[src/rtl/pwrc_pkg.sv]
// Purpose: Shared constants and carriers for the pin and watchdog reset control.
// Assumes: One 50 MHz system clock; all timing counted in its cycles.
// Notes: Long counts are also top-level parameters so simulation can shorten them.
package pwrc_pkg;

    localparam int unsigned CLK_HZ = 50_000_000;

    // Oscillation stabilization wait in microseconds, and its cycle count.
    localparam int unsigned OSC_STAB_US = 1311;
    localparam int unsigned OSC_STAB_CYC = (OSC_STAB_US * (CLK_HZ / 1_000_000));

    // Fixed length of the self-timed watchdog reset, in nanoseconds.
    localparam int unsigned WDT_RST_NS = 2000;
    localparam int unsigned WDT_RST_CYC = (WDT_RST_NS + 19) / 20;

    localparam int unsigned CNT_W = 24;

    // CPU clock divider selection after reset: one eighth of the system clock.
    localparam logic [2:0] CPU_DIV_RESET = 3'h3;

    // Debug mode select register value after a pin reset.
    localparam logic [7:0] DBG_MODE_RESET = 8'h01;
    localparam int unsigned DBG_EN_BIT = 0;

    // Reset cause flag layout.
    localparam logic [7:0] CAUSE_RESET = 8'h00;
    localparam int unsigned WDT_CAUSE_BIT = 4;

    // Retention window of internal RAM used by boot firmware.
    localparam logic [27:0] BOOT_RAM_LO = 28'h3ffd000;
    localparam logic [27:0] BOOT_RAM_HI = 28'h3ffd095;

    typedef enum logic [1:0] {
        PWRC_ST_PIN_RST = 2'b00,
        PWRC_ST_WDT_RST = 2'b01,
        PWRC_ST_OSC_WAIT = 2'b10,
        PWRC_ST_RUN = 2'b11
    } pwrc_state_t;

    // Controls handed to the clock generator, CPU and peripherals.
    typedef struct packed {
        logic main_osc_en;
        logic int_osc_en;
        logic periph_clk_en;
        logic cpu_core_clock_en;
        logic [2:0] cpu_div_sel;
        logic cpu_reset;
        logic periph_reset;
        logic watchdog_unit_clear;
        logic pins_hiz;
    } pwrc_ctrl_t;

    // Status of internal RAM seen by the memory controller.
    typedef struct packed {
        logic ram_undefined;
        logic boot_area_lost;
    } pwrc_ram_t;

endpackage

[src/rtl/pwrc_reset_ctrl.sv]
// Purpose: Reset sequencer for the external reset pin and watchdog overflow.
// Assumes: Pin inputs are asynchronous; watchdog request is on i_clk_sys.
// Notes: Power-on, low-voltage and clock-monitor resets are handled elsewhere.
`timescale 1ns/1ps

// Overview of operation
// Low reset pin holds whole system in reset, every unit initialized.
// Reset pin rising from low to high releases the reset state.
// System and CPU clocks start after stabilization, divider at system/8.
// CPU held initialized; executes only after stabilization time elapses.
// Watchdog counter stopped and zeroed in reset, restarts after release.
// RAM undefined on power-on reset or CPU access colliding with reset.
// Otherwise RAM keeps the value held when reset was asserted.
// Pin reset initializes peripherals and loads debug mode register with 01H.
// Watchdog reset initializes peripherals but keeps debug mode register.
// After release, debug pin high with enable bit set enters debug mode.
// Watchdog overflow in reset mode triggers a full system reset.
// Watchdog reset lasts a fixed interval then releases by itself.
// Main oscillator stays stopped during watchdog reset, restarts after.
// Other peripherals stopped in reset, start only after stabilization.
// Boot firmware RAM area is not retained across power-on reset.
// Pin reset clears all cause flags; watchdog reset sets its flag only.
// Software writes only zero to cause flags; a coincident set wins.
module pwrc_reset_ctrl #(
    parameter int unsigned OSC_STAB_CYCLES = pwrc_pkg::OSC_STAB_CYC
) (
    // Clock and reset.
    input wire logic i_clk_sys,
    input wire logic i_resetn,
    // External pins.
    input wire logic i_reset_pin_n,
    input wire logic i_debug_reset_pin,
    input wire logic i_power_on,
    // Watchdog.
    input wire logic i_watchdog_reset_request,
    input wire logic i_watchdog_reset_mode,
    // CPU and RAM.
    input wire logic i_cpu_ram_access,
    // Software access to the cause flags and debug register.
    input wire logic i_cause_wr,
    input wire logic [7:0] i_cause_wdata,
    input wire logic i_dbg_wr,
    input wire logic [7:0] i_dbg_wdata,
    // Outputs.
    output pwrc_pkg::pwrc_ctrl_t o_ctrl,
    output pwrc_pkg::pwrc_ram_t o_ram,
    output logic [7:0] o_reset_cause_flags,
    output logic [7:0] o_debug_mode_select_reg,
    output logic o_debug_mode_active,
    output logic o_system_reset
);

    localparam logic [pwrc_pkg::CNT_W-1:0] STAB_LAST =
        pwrc_pkg::CNT_W'(OSC_STAB_CYCLES - 1);
    localparam logic [pwrc_pkg::CNT_W-1:0] WDT_LAST =
        pwrc_pkg::CNT_W'(pwrc_pkg::WDT_RST_CYC - 1);

    // Two-stage synchronisers for the pins.
    logic [1:0] rst_sync_r, rst_sync_nxt;
    logic [1:0] debug_reset_pin_sync_r, debug_reset_pin_sync_nxt;
    logic [1:0] por_sync_r, por_sync_nxt;
    logic pin_low;

    always_comb begin
        rst_sync_nxt = {rst_sync_r[0], i_reset_pin_n};
        debug_reset_pin_sync_nxt = {debug_reset_pin_sync_r[0], i_debug_reset_pin};
        por_sync_nxt = {por_sync_r[0], i_power_on};
    end

    always_ff @(posedge i_clk_sys or negedge i_resetn) begin
        if (!i_resetn) begin
            rst_sync_r <= 2'h0;
            debug_reset_pin_sync_r <= 2'h0;
            por_sync_r <= 2'h0;
        end else begin
            rst_sync_r <= rst_sync_nxt;
            debug_reset_pin_sync_r <= debug_reset_pin_sync_nxt;
            por_sync_r <= por_sync_nxt;
        end
    end

    assign pin_low = !rst_sync_r[1];

    // Sequencer state.
    pwrc_pkg::pwrc_state_t state_r, state_nxt;
    logic [pwrc_pkg::CNT_W-1:0] cnt_r, cnt_nxt;
    logic wdt_trig;

    assign wdt_trig = i_watchdog_reset_request && i_watchdog_reset_mode;

    always_comb begin
        state_nxt = state_r;
        cnt_nxt = cnt_r;
        if (pin_low) begin
            state_nxt = pwrc_pkg::PWRC_ST_PIN_RST;
            cnt_nxt = '0;
        end else begin
            unique case (state_r)
                pwrc_pkg::PWRC_ST_PIN_RST: begin
                    state_nxt = pwrc_pkg::PWRC_ST_OSC_WAIT;
                    cnt_nxt = '0;
                end
                pwrc_pkg::PWRC_ST_WDT_RST: begin
                    if (cnt_r == WDT_LAST) begin
                        state_nxt = pwrc_pkg::PWRC_ST_OSC_WAIT;
                        cnt_nxt = '0;
                    end else begin
                        cnt_nxt = cnt_r + 1'b1;
                    end
                end
                pwrc_pkg::PWRC_ST_OSC_WAIT: begin
                    if (cnt_r == STAB_LAST) begin
                        state_nxt = pwrc_pkg::PWRC_ST_RUN;
                        cnt_nxt = '0;
                    end else begin
                        cnt_nxt = cnt_r + 1'b1;
                    end
                end
                pwrc_pkg::PWRC_ST_RUN: begin
                    if (wdt_trig) begin
                        state_nxt = pwrc_pkg::PWRC_ST_WDT_RST;
                        cnt_nxt = '0;
                    end
                end
            endcase
        end
    end

    always_ff @(posedge i_clk_sys or negedge i_resetn) begin
        if (!i_resetn) begin
            state_r <= pwrc_pkg::PWRC_ST_PIN_RST;
            cnt_r <= '0;
        end else begin
            state_r <= state_nxt;
            cnt_r <= cnt_nxt;
        end
    end

    // Outputs for clock, CPU and peripheral control.
    pwrc_pkg::pwrc_ctrl_t ctrl_r, ctrl_nxt;
    logic sys_rst_r, sys_rst_nxt;
    logic in_reset_nxt;

    always_comb begin
        in_reset_nxt = (state_nxt == pwrc_pkg::PWRC_ST_PIN_RST) ||
                       (state_nxt == pwrc_pkg::PWRC_ST_WDT_RST);
        sys_rst_nxt = in_reset_nxt;
        // Oscillators stop in either reset and start at release.
        ctrl_nxt.main_osc_en = !in_reset_nxt;
        ctrl_nxt.int_osc_en = !in_reset_nxt;
        ctrl_nxt.periph_clk_en = (state_nxt == pwrc_pkg::PWRC_ST_RUN);
        ctrl_nxt.cpu_core_clock_en =
            (state_nxt == pwrc_pkg::PWRC_ST_RUN);
        // The divider is forced to one eighth in every state, including run, so the
        // first instructions always execute at the safe slow rate.
        ctrl_nxt.cpu_div_sel = pwrc_pkg::CPU_DIV_RESET;
        ctrl_nxt.cpu_reset = (state_nxt != pwrc_pkg::PWRC_ST_RUN);
        ctrl_nxt.periph_reset = in_reset_nxt;
        ctrl_nxt.watchdog_unit_clear = in_reset_nxt;
        ctrl_nxt.pins_hiz = in_reset_nxt;
    end

    always_ff @(posedge i_clk_sys or negedge i_resetn) begin
        if (!i_resetn) begin
            sys_rst_r <= 1'b1;
            ctrl_r <= '{main_osc_en: 1'b0, int_osc_en: 1'b0,
                        periph_clk_en: 1'b0, cpu_core_clock_en: 1'b0,
                        cpu_div_sel: pwrc_pkg::CPU_DIV_RESET,
                        cpu_reset: 1'b1, periph_reset: 1'b1,
                        watchdog_unit_clear: 1'b1, pins_hiz: 1'b1};
        end else begin
            sys_rst_r <= sys_rst_nxt;
            ctrl_r <= ctrl_nxt;
        end
    end

    // RAM state: damaged on power-on or a collision, else retained.
    pwrc_pkg::pwrc_ram_t ram_r, ram_nxt;
    logic reset_entry;

    assign reset_entry = !sys_rst_r && sys_rst_nxt;

    always_comb begin
        ram_nxt = ram_r;
        if (por_sync_r[1]) begin
            ram_nxt.ram_undefined = 1'b1;
            ram_nxt.boot_area_lost = 1'b1;
        end else if (reset_entry) begin
            ram_nxt.ram_undefined = i_cpu_ram_access;
            ram_nxt.boot_area_lost = 1'b0;
        end else if (i_cause_wr || i_dbg_wr) begin
            // Any cause or debug register write, even during reset, acknowledges the status.
            ram_nxt = '0;
        end
    end

    always_ff @(posedge i_clk_sys or negedge i_resetn) begin
        if (!i_resetn) begin
            ram_r <= '0;
        end else begin
            ram_r <= ram_nxt;
        end
    end

    // Reset cause flags and debug mode register.
    logic [7:0] cause_r, cause_nxt;
    logic [7:0] dbg_r, dbg_nxt;
    logic dbg_act_r, dbg_act_nxt;
    logic wdt_entry;
    logic release_now;

    assign wdt_entry = (state_r == pwrc_pkg::PWRC_ST_RUN) && wdt_trig &&
                       !pin_low;
    assign release_now = (state_r != pwrc_pkg::PWRC_ST_OSC_WAIT) &&
                         (state_nxt == pwrc_pkg::PWRC_ST_OSC_WAIT);

    always_comb begin
        cause_nxt = cause_r;
        dbg_nxt = dbg_r;
        dbg_act_nxt = dbg_act_r;
        if (pin_low) begin
            cause_nxt = pwrc_pkg::CAUSE_RESET;
            dbg_nxt = pwrc_pkg::DBG_MODE_RESET;
            dbg_act_nxt = 1'b0;
        end else begin
            if (i_cause_wr && !sys_rst_r) begin
                cause_nxt = cause_r & i_cause_wdata;
            end
            if (wdt_entry) begin
                // Set after the clear so a coincident write loses.
                cause_nxt[pwrc_pkg::WDT_CAUSE_BIT] = 1'b1;
            end
            if (i_dbg_wr && !sys_rst_r) begin
                dbg_nxt = i_dbg_wdata;
            end
            if (release_now) begin
                dbg_act_nxt = debug_reset_pin_sync_r[1] &&
                              dbg_r[pwrc_pkg::DBG_EN_BIT];
            end
        end
    end

    always_ff @(posedge i_clk_sys or negedge i_resetn) begin
        if (!i_resetn) begin
            cause_r <= pwrc_pkg::CAUSE_RESET;
            dbg_r <= pwrc_pkg::DBG_MODE_RESET;
            dbg_act_r <= 1'b0;
        end else begin
            cause_r <= cause_nxt;
            dbg_r <= dbg_nxt;
            dbg_act_r <= dbg_act_nxt;
        end
    end

    assign o_ctrl = ctrl_r;
    assign o_ram = ram_r;
    assign o_reset_cause_flags = cause_r;
    assign o_debug_mode_select_reg = dbg_r;
    assign o_debug_mode_active = dbg_act_r;
    assign o_system_reset = sys_rst_r;

endmodule // pwrc_reset_ctrl

[config.mk]
export PLATFORM = sky130hd
export DESIGN_NAME = pwrc_reset_ctrl
export DESIGN_NICKNAME = d
export VERILOG_FILES = /design/src/rtl/pwrc_pkg.sv /design/src/rtl/pwrc_reset_ctrl.sv
export SDC_FILE = /design/constraint.sdc
export NUM_CORES = 1
export LEC_CHECK = 0
export BUFFER_PORTS_ARGS = -buffer_cell sky130_fd_sc_hd__clkbuf_2
export CAP_MARGIN = 20
export CORE_MARGIN = 3
export CORE_UTILIZATION = 54
export CTS_CLUSTER_DIAMETER = 80
export DETAILED_ROUTE_END_ITERATION = 8
export GPL_TIMING_DRIVEN = 0
export PLACE_DENSITY = 0.79
export RECOVER_POWER = 25
export SYNTH_ARGS = -nofsm -noshare
export SYNTH_HDL_FRONTEND = slang
export SYNTH_SLANG_ARGS = --single-unit
[constraint.sdc]
create_clock -name i_clk_sys -period 2 [get_ports i_clk_sys]
set_input_delay 0 -clock i_clk_sys [delete_from_list [all_inputs] [get_ports i_clk_sys]]
set_output_delay 0 -clock i_clk_sys [all_outputs]
set_load 0.02 [all_outputs]
Word-level counts from Yosys, hierarchy flattened. Cells that the tools add are included.

Add/sub/neg operators: 1. Equality and inequality tests: 15. Bitwise operators: 1. Reductions and logical operators: 15. Muxes and demuxes: 20.

Operators by type and width (count): $mux 24 (4); $pmux 24 s4 (1); $mux 8 (4); $add 24x1->24 const B (1); $eq 24x17->1 const B (1); $eq 24x7->1 const B (1); $mux 2 (7); $and 8x8->8 (1); $eq 2x2->1 const B (4); $logic_and 1x1->1 (8); $pmux 2 s4 (1); $ne 2x1->1 const B (3); $eq 2x1->1 const B (2); $logic_not 2->1 (2); $ne 2x2->1 const B (2); $mux 1 (3); $ne 3x1->1 const B (1); $ne 3x3->1 const B (1); $reduce_bool 3->1 (1); $logic_not 1->1 (2); $logic_or 1x1->1 (2).

Input port bits: 26. Bits in registers: 55.

Logic depth before layout (Yosys ltp).
Depth in word-level cells: 9. Mapped depth: 9. Mapped depth without buffers: 8.

Least setup slack after synthesis. Ideal clock, no wire load.

Kind: register to register. Start point: register cnt_r[0] (netlist bit). End point: register cnt_r[12] (netlist bit). Arrival time: 1703 ps. Library setup time: 130 ps. Setup slack: 166 ps. Clock period less this slack: 1834 ps. Cell stages (with the launch flop): 9. Cells stage by stage: dfrtp_1 > ha_1 > nor2b_1 > nand4_1 > nor3_4 > o22ai_2 > buf_6 > a41oi_1 > a31oi_1.

Longest elaborated chain between the ends: 4. Elaborated cells between the ends (all ways): 7.

Ends and longest elaborated chain: from (decl) (RTL line pwrc_reset_ctrl.sv:86) `logic [pwrc_pkg::CNT_W-1:0] cnt_r, cnt_nxt;`; from (signal assigned) (RTL line pwrc_reset_ctrl.sv:135) `cnt_r <= cnt_nxt;`; $add 24x1->24 (tied with other cells) (RTL line pwrc_reset_ctrl.sv:108, pwrc_reset_ctrl.sv:116); $mux 24, on equally long branches (RTL line pwrc_reset_ctrl.sv:112, pwrc_reset_ctrl.sv:104); $pmux 24 s4 (*) (RTL line pwrc_reset_ctrl.sv:98) `unique case (state_r)`; $mux 24 (*) (RTL line pwrc_reset_ctrl.sv:94) `if (pin_low) begin`.

Every way passes the cells marked *; elsewhere a longest branch is shown, timed or not. A chain may end at the register's enable or synchronous reset.

Final worst setup path.
Start point: register cnt_r[1] (netlist bit). End point: register cnt_r[2] (netlist bit).

Same word-level chain as after synthesis.

==> impl_metrics.env <==
export IMPL_worst_setup_path_end_kind="flop"
export IMPL_vias=2386
export IMPL_max_slew_worst_pin_slew_ns=1.46
export IMPL_start_util=0.570
export IMPL_post_synth_most_frequent_cells="dfrtp_1 (52), nand2_1 (34), nor2_1 (23)"
export IMPL_final_core_utilization=0.759
export IMPL_top_signal_layer_used="met4"
export IMPL_fmax_mhz=487
export IMPL_final_min_clock_period_ns=2.05
export IMPL_relSlewSlack=0.0240
export IMPL_hp_start="i_cause_wr"
export IMPL_routed_wirelength_um=6830
export IMPL_yosys_mux_area_fraction=0.00365
export IMPL_tritoncts_num_buffers=5
export IMPL_cts_max_path_buffers=2
export IMPL_combinational_family_with_the_most_area_after_synthesis="simple AND/OR/NAND/NOR gates"
export IMPL_detail_route_wirelength_met1_um=2780
export IMPL_timing_final_max_slew_violations=0
export IMPL_cts_root_buf="clkbuf_8"
export IMPL_area_growth_synth_to_final_pct=33.2
export IMPL_top_reg_cell_synth="dfrtp_1"
export IMPL_synthesis_instances=267
export IMPL_num_io_pins=57
export IMPL_globalRouteOverflowTotal=0
export IMPL_final_layout_size_suffix_gt1_frac=0.311
export IMPL_max_cap_violations=0
export IMPL_synth_area_leaders="dfrtp_1 (47%), nand2_1 (4.7%), ha_1 (3.6%)"
export IMPL_die_area_um2=5970
export IMPL_route_detailed_drc=0
export IMPL_number_of_flops_mapped_to_enable_cells_by_yosys=0
export IMPL_synth_xor_xnor_area_share=0.0447
export IMPL_powerDensity_nw_per_um2=593
export IMPL_post_synth_top_count_cell="dfrtp_1"
export IMPL_worstPathMaxFanout=6
export IMPL_worstSkewPairLatency_ns=0.31
export IMPL_yosysWarnings=0
export IMPL_setup_ws_ns=-0.0518
export IMPL_yosysSeqAreaShare=0.503
export IMPL_synth_cell_area_um2=2740
export IMPL_grt_first_pass_wirelength_um=10600
export IMPL_place_port_buffers=53
export IMPL_post_synth_fa_ha_maj_area_fraction=0.0365
export IMPL_intPower_mw=1.58
export IMPL_r2r_start="cnt_r[1]"
export IMPL_dieHeight_um=77.3
export IMPL_design_core_area_um2=4820
export IMPL_critPathLaunchType="flop"
export IMPL_synth_simple_gate_area_frac=0.216
export IMPL_timing_final_crit_share=1.03
export IMPL_detail_route_antenna_nets=0
export IMPL_violations_in_the_final_reports="negative setup slack"
export IMPL_wl_met3_um=373
export IMPL_cts_htree_levels=2
export IMPL_worstPathArrival_ns=2.26
export IMPL_register_clock_pin_slew_on_the_reported_worst_setup_and_hold_paths_ns=0.10
export IMPL_final_hold_violation_count=0
export IMPL_swShare=0.270
export IMPL_largest_reg_flops=24
export IMPL_leakage_nw=1.70
export IMPL_insertedDiodeCount=0
export IMPL_synth_seq_cells=55
export IMPL_hpwl_um=4020
export IMPL_ys_async_sr_fraction=1.00
export IMPL_timing_setup_critical_path_class="flop to flop"
export IMPL_overall_die_width_um=77.3
export IMPL_route_detailed_wl_per_inst_um=15.9
export IMPL_synth_avg_cell_area_um2=10.3
export IMPL_first_global_vias=2322
export IMPL_grt_start_max_net_pins=31
export IMPL_worst_r2r_setup_slack_ns=-0.05
export IMPL_net_switching_power_mw=0.584
export IMPL_synth_largest_type_area_fraction=0.474
export IMPL_drt_pass1_iter_count=4
export IMPL_final_setup_violation_count=24
export IMPL_p_clk_frac=0.299
export IMPL_min_delay_path_depth=4
export IMPL_routabilityCongestion=0.823
export IMPL_synth_compound_gate_area_share=0.145
export IMPL_detailedRoute_firstIterationViolations=229
export IMPL_synthDominantAreaCellType="dfrtp_1"
export IMPL_power_frac_comb=0.156
export IMPL_route_met2_wl_um=3460
export IMPL_rsz0062_at_grt="true"
export IMPL_worst_hold_path_type="input port to flop"
export IMPL_grtUsageTotal=0.222
export IMPL_worstReg2RegEnd="cnt_r[2]"
export IMPL_sequentialPowerShare=0.545
export IMPL_drt_vias_per_instance=5.55
export IMPL_fin_hold_ws_ns=0.00544
export IMPL_fin_nets=396
export IMPL_cts_tree="done"
export IMPL_r2r_worst_path_cells=7
export IMPL_cell_rows=25
export IMPL_grt_antenna_before_repair=0
export IMPL_clkSinkCount=55
export IMPL_status="complete, but fails checks"
export IMPL_layout_filler_cells=321
export IMPL_hold_end="o_ram[0]"
export IMPL_synth_lib_cells_used_distinct=52
export IMPL_ir_drop_v=0.000436
export IMPL_clock_skew_ns=0.00755
export IMPL_worst_ep_required_time_ns=2.20
==> routing by layer <==
metal	GRT usage	vias to the layer above
met1	0.281	1165
met5	0	-
met2	0.367	87
li1	-	1115
met4	0.114	0
met3	0.0317	19
==> per-stage QoR <==
step | setup TNS, ns | instances | instance area (um^2) | total power, mW | setup slack, ns
floorplan | 0 | 268 | 2750 | 1.36 | 0.166
global placement | -1.01 | 388 | 3100 | 1.46 | -0.128
detailed placement | -1.45 | 389 | 3120 | 1.48 | -0.110
CTS | -0.00828 | 426 | 3500 | 2.15 | -0.00828
global route | -4.02 | 430 | 3650 | 2.27 | -0.175
finish | -0.543 | 430 | 3650 | 2.17 | -0.0518
==> worst max path at each step <==
stage | from | end | slack (ns) | cells after the start
2_1_floorplan | cnt_r[0] | cnt_r[12] | 0.17 | 8
3_3_place_gp | state_r[1] | cnt_r[9] | -0.13 | 6
3_5_place_dp | cnt_r[0] | cnt_r[23] | -0.11 | 8
4_1_cts | cnt_r[0] | o_ram[1] | -0.008 | 7
5_1_grt | cnt_r[4] | o_debug_mode_active | -0.17 | 6
6_report | cnt_r[1] | cnt_r[2] | -0.05 | 7
==> area by class of cell <==
| class | count | area [um^2] | share of cell area |
|---|---|---|---|
| Tap cell | 67 | 83.8 | 0.0229 |
| Sequential cell | 55 | 1380 | 0.378 |
| Buffer | 16 | 106 | 0.0291 |
| Timing Repair Buffer | 87 | 596 | 0.163 |
| Clock inverter | 1 | 8.76 | 0.00240 |
| Inverter | 8 | 32.5 | 0.00890 |
| Clock buffer | 7 | 86.3 | 0.0236 |
| Multi-Input combinational cell | 189 | 1360 | 0.372 |
==> critical path, cell delays in order (launching register included) <==
cell,delay [ns]
dfrtp_1,0.38
ha_2,0.24
nor2b_2,0.18
nand4_1,0.20
nor3_4,0.38
o22a_2,0.26
nor2_1,0.08
a22o_1,0.24
==> cell usage in the layout (no fill, tap or decap), types with 3 or more instances in the layout <==
master and count:
nand3_1 14, clkbuf_1 7, inv_1 7, dlygate4sd3_1 22
dfrtp_1 50, buf_6 5, a31oi_1 3, clkbuf_2 52
conb_1 3, o21ai_0 6, buf_4 15, nor2_1 22
a21boi_0 9, dfstp_2 3, xor2_1 11, o211a_1 7
and3_1 5, xnor2_1 3, ha_1 5, nor2b_1 4
nand2b_1 4, a21oi_1 6, nand2_1 34, clkbuf_8 6
nand4_1 8
==> power by group through the flow <==
stage | clock network, mW | logic (mW) | registers (mW)
after global placement | 0 | 0.267 | 1.20
after floorplan | 0 | 0.140 | 1.22
after global routing | 0.713 | 0.368 | 1.19
final | 0.647 | 0.339 | 1.18
after detailed placement | 0 | 0.278 | 1.20
after CTS | 0.655 | 0.317 | 1.18
==> kinds of logic after synthesis <==
family,Yosys count
AND/OR/NAND/NOR,112
multiplexers,1
other,2
adder cells (fa/ha/maj),8
XOR/XNOR,14
AO/OA/AOI/OAI,51
buffers and inverters,24
flip-flops,55
==> repair_timing <==
action	in CTS	in global routing
pin swaps	1	7
hold buffers	22	0
buffers inserted	7	2
resized for setup	3	30
endpoints found under the setup margin	22	29
hold endpoints to repair	45	0
gates cloned	0	2
Note: power is estimated with default switching activity, not from simulation.
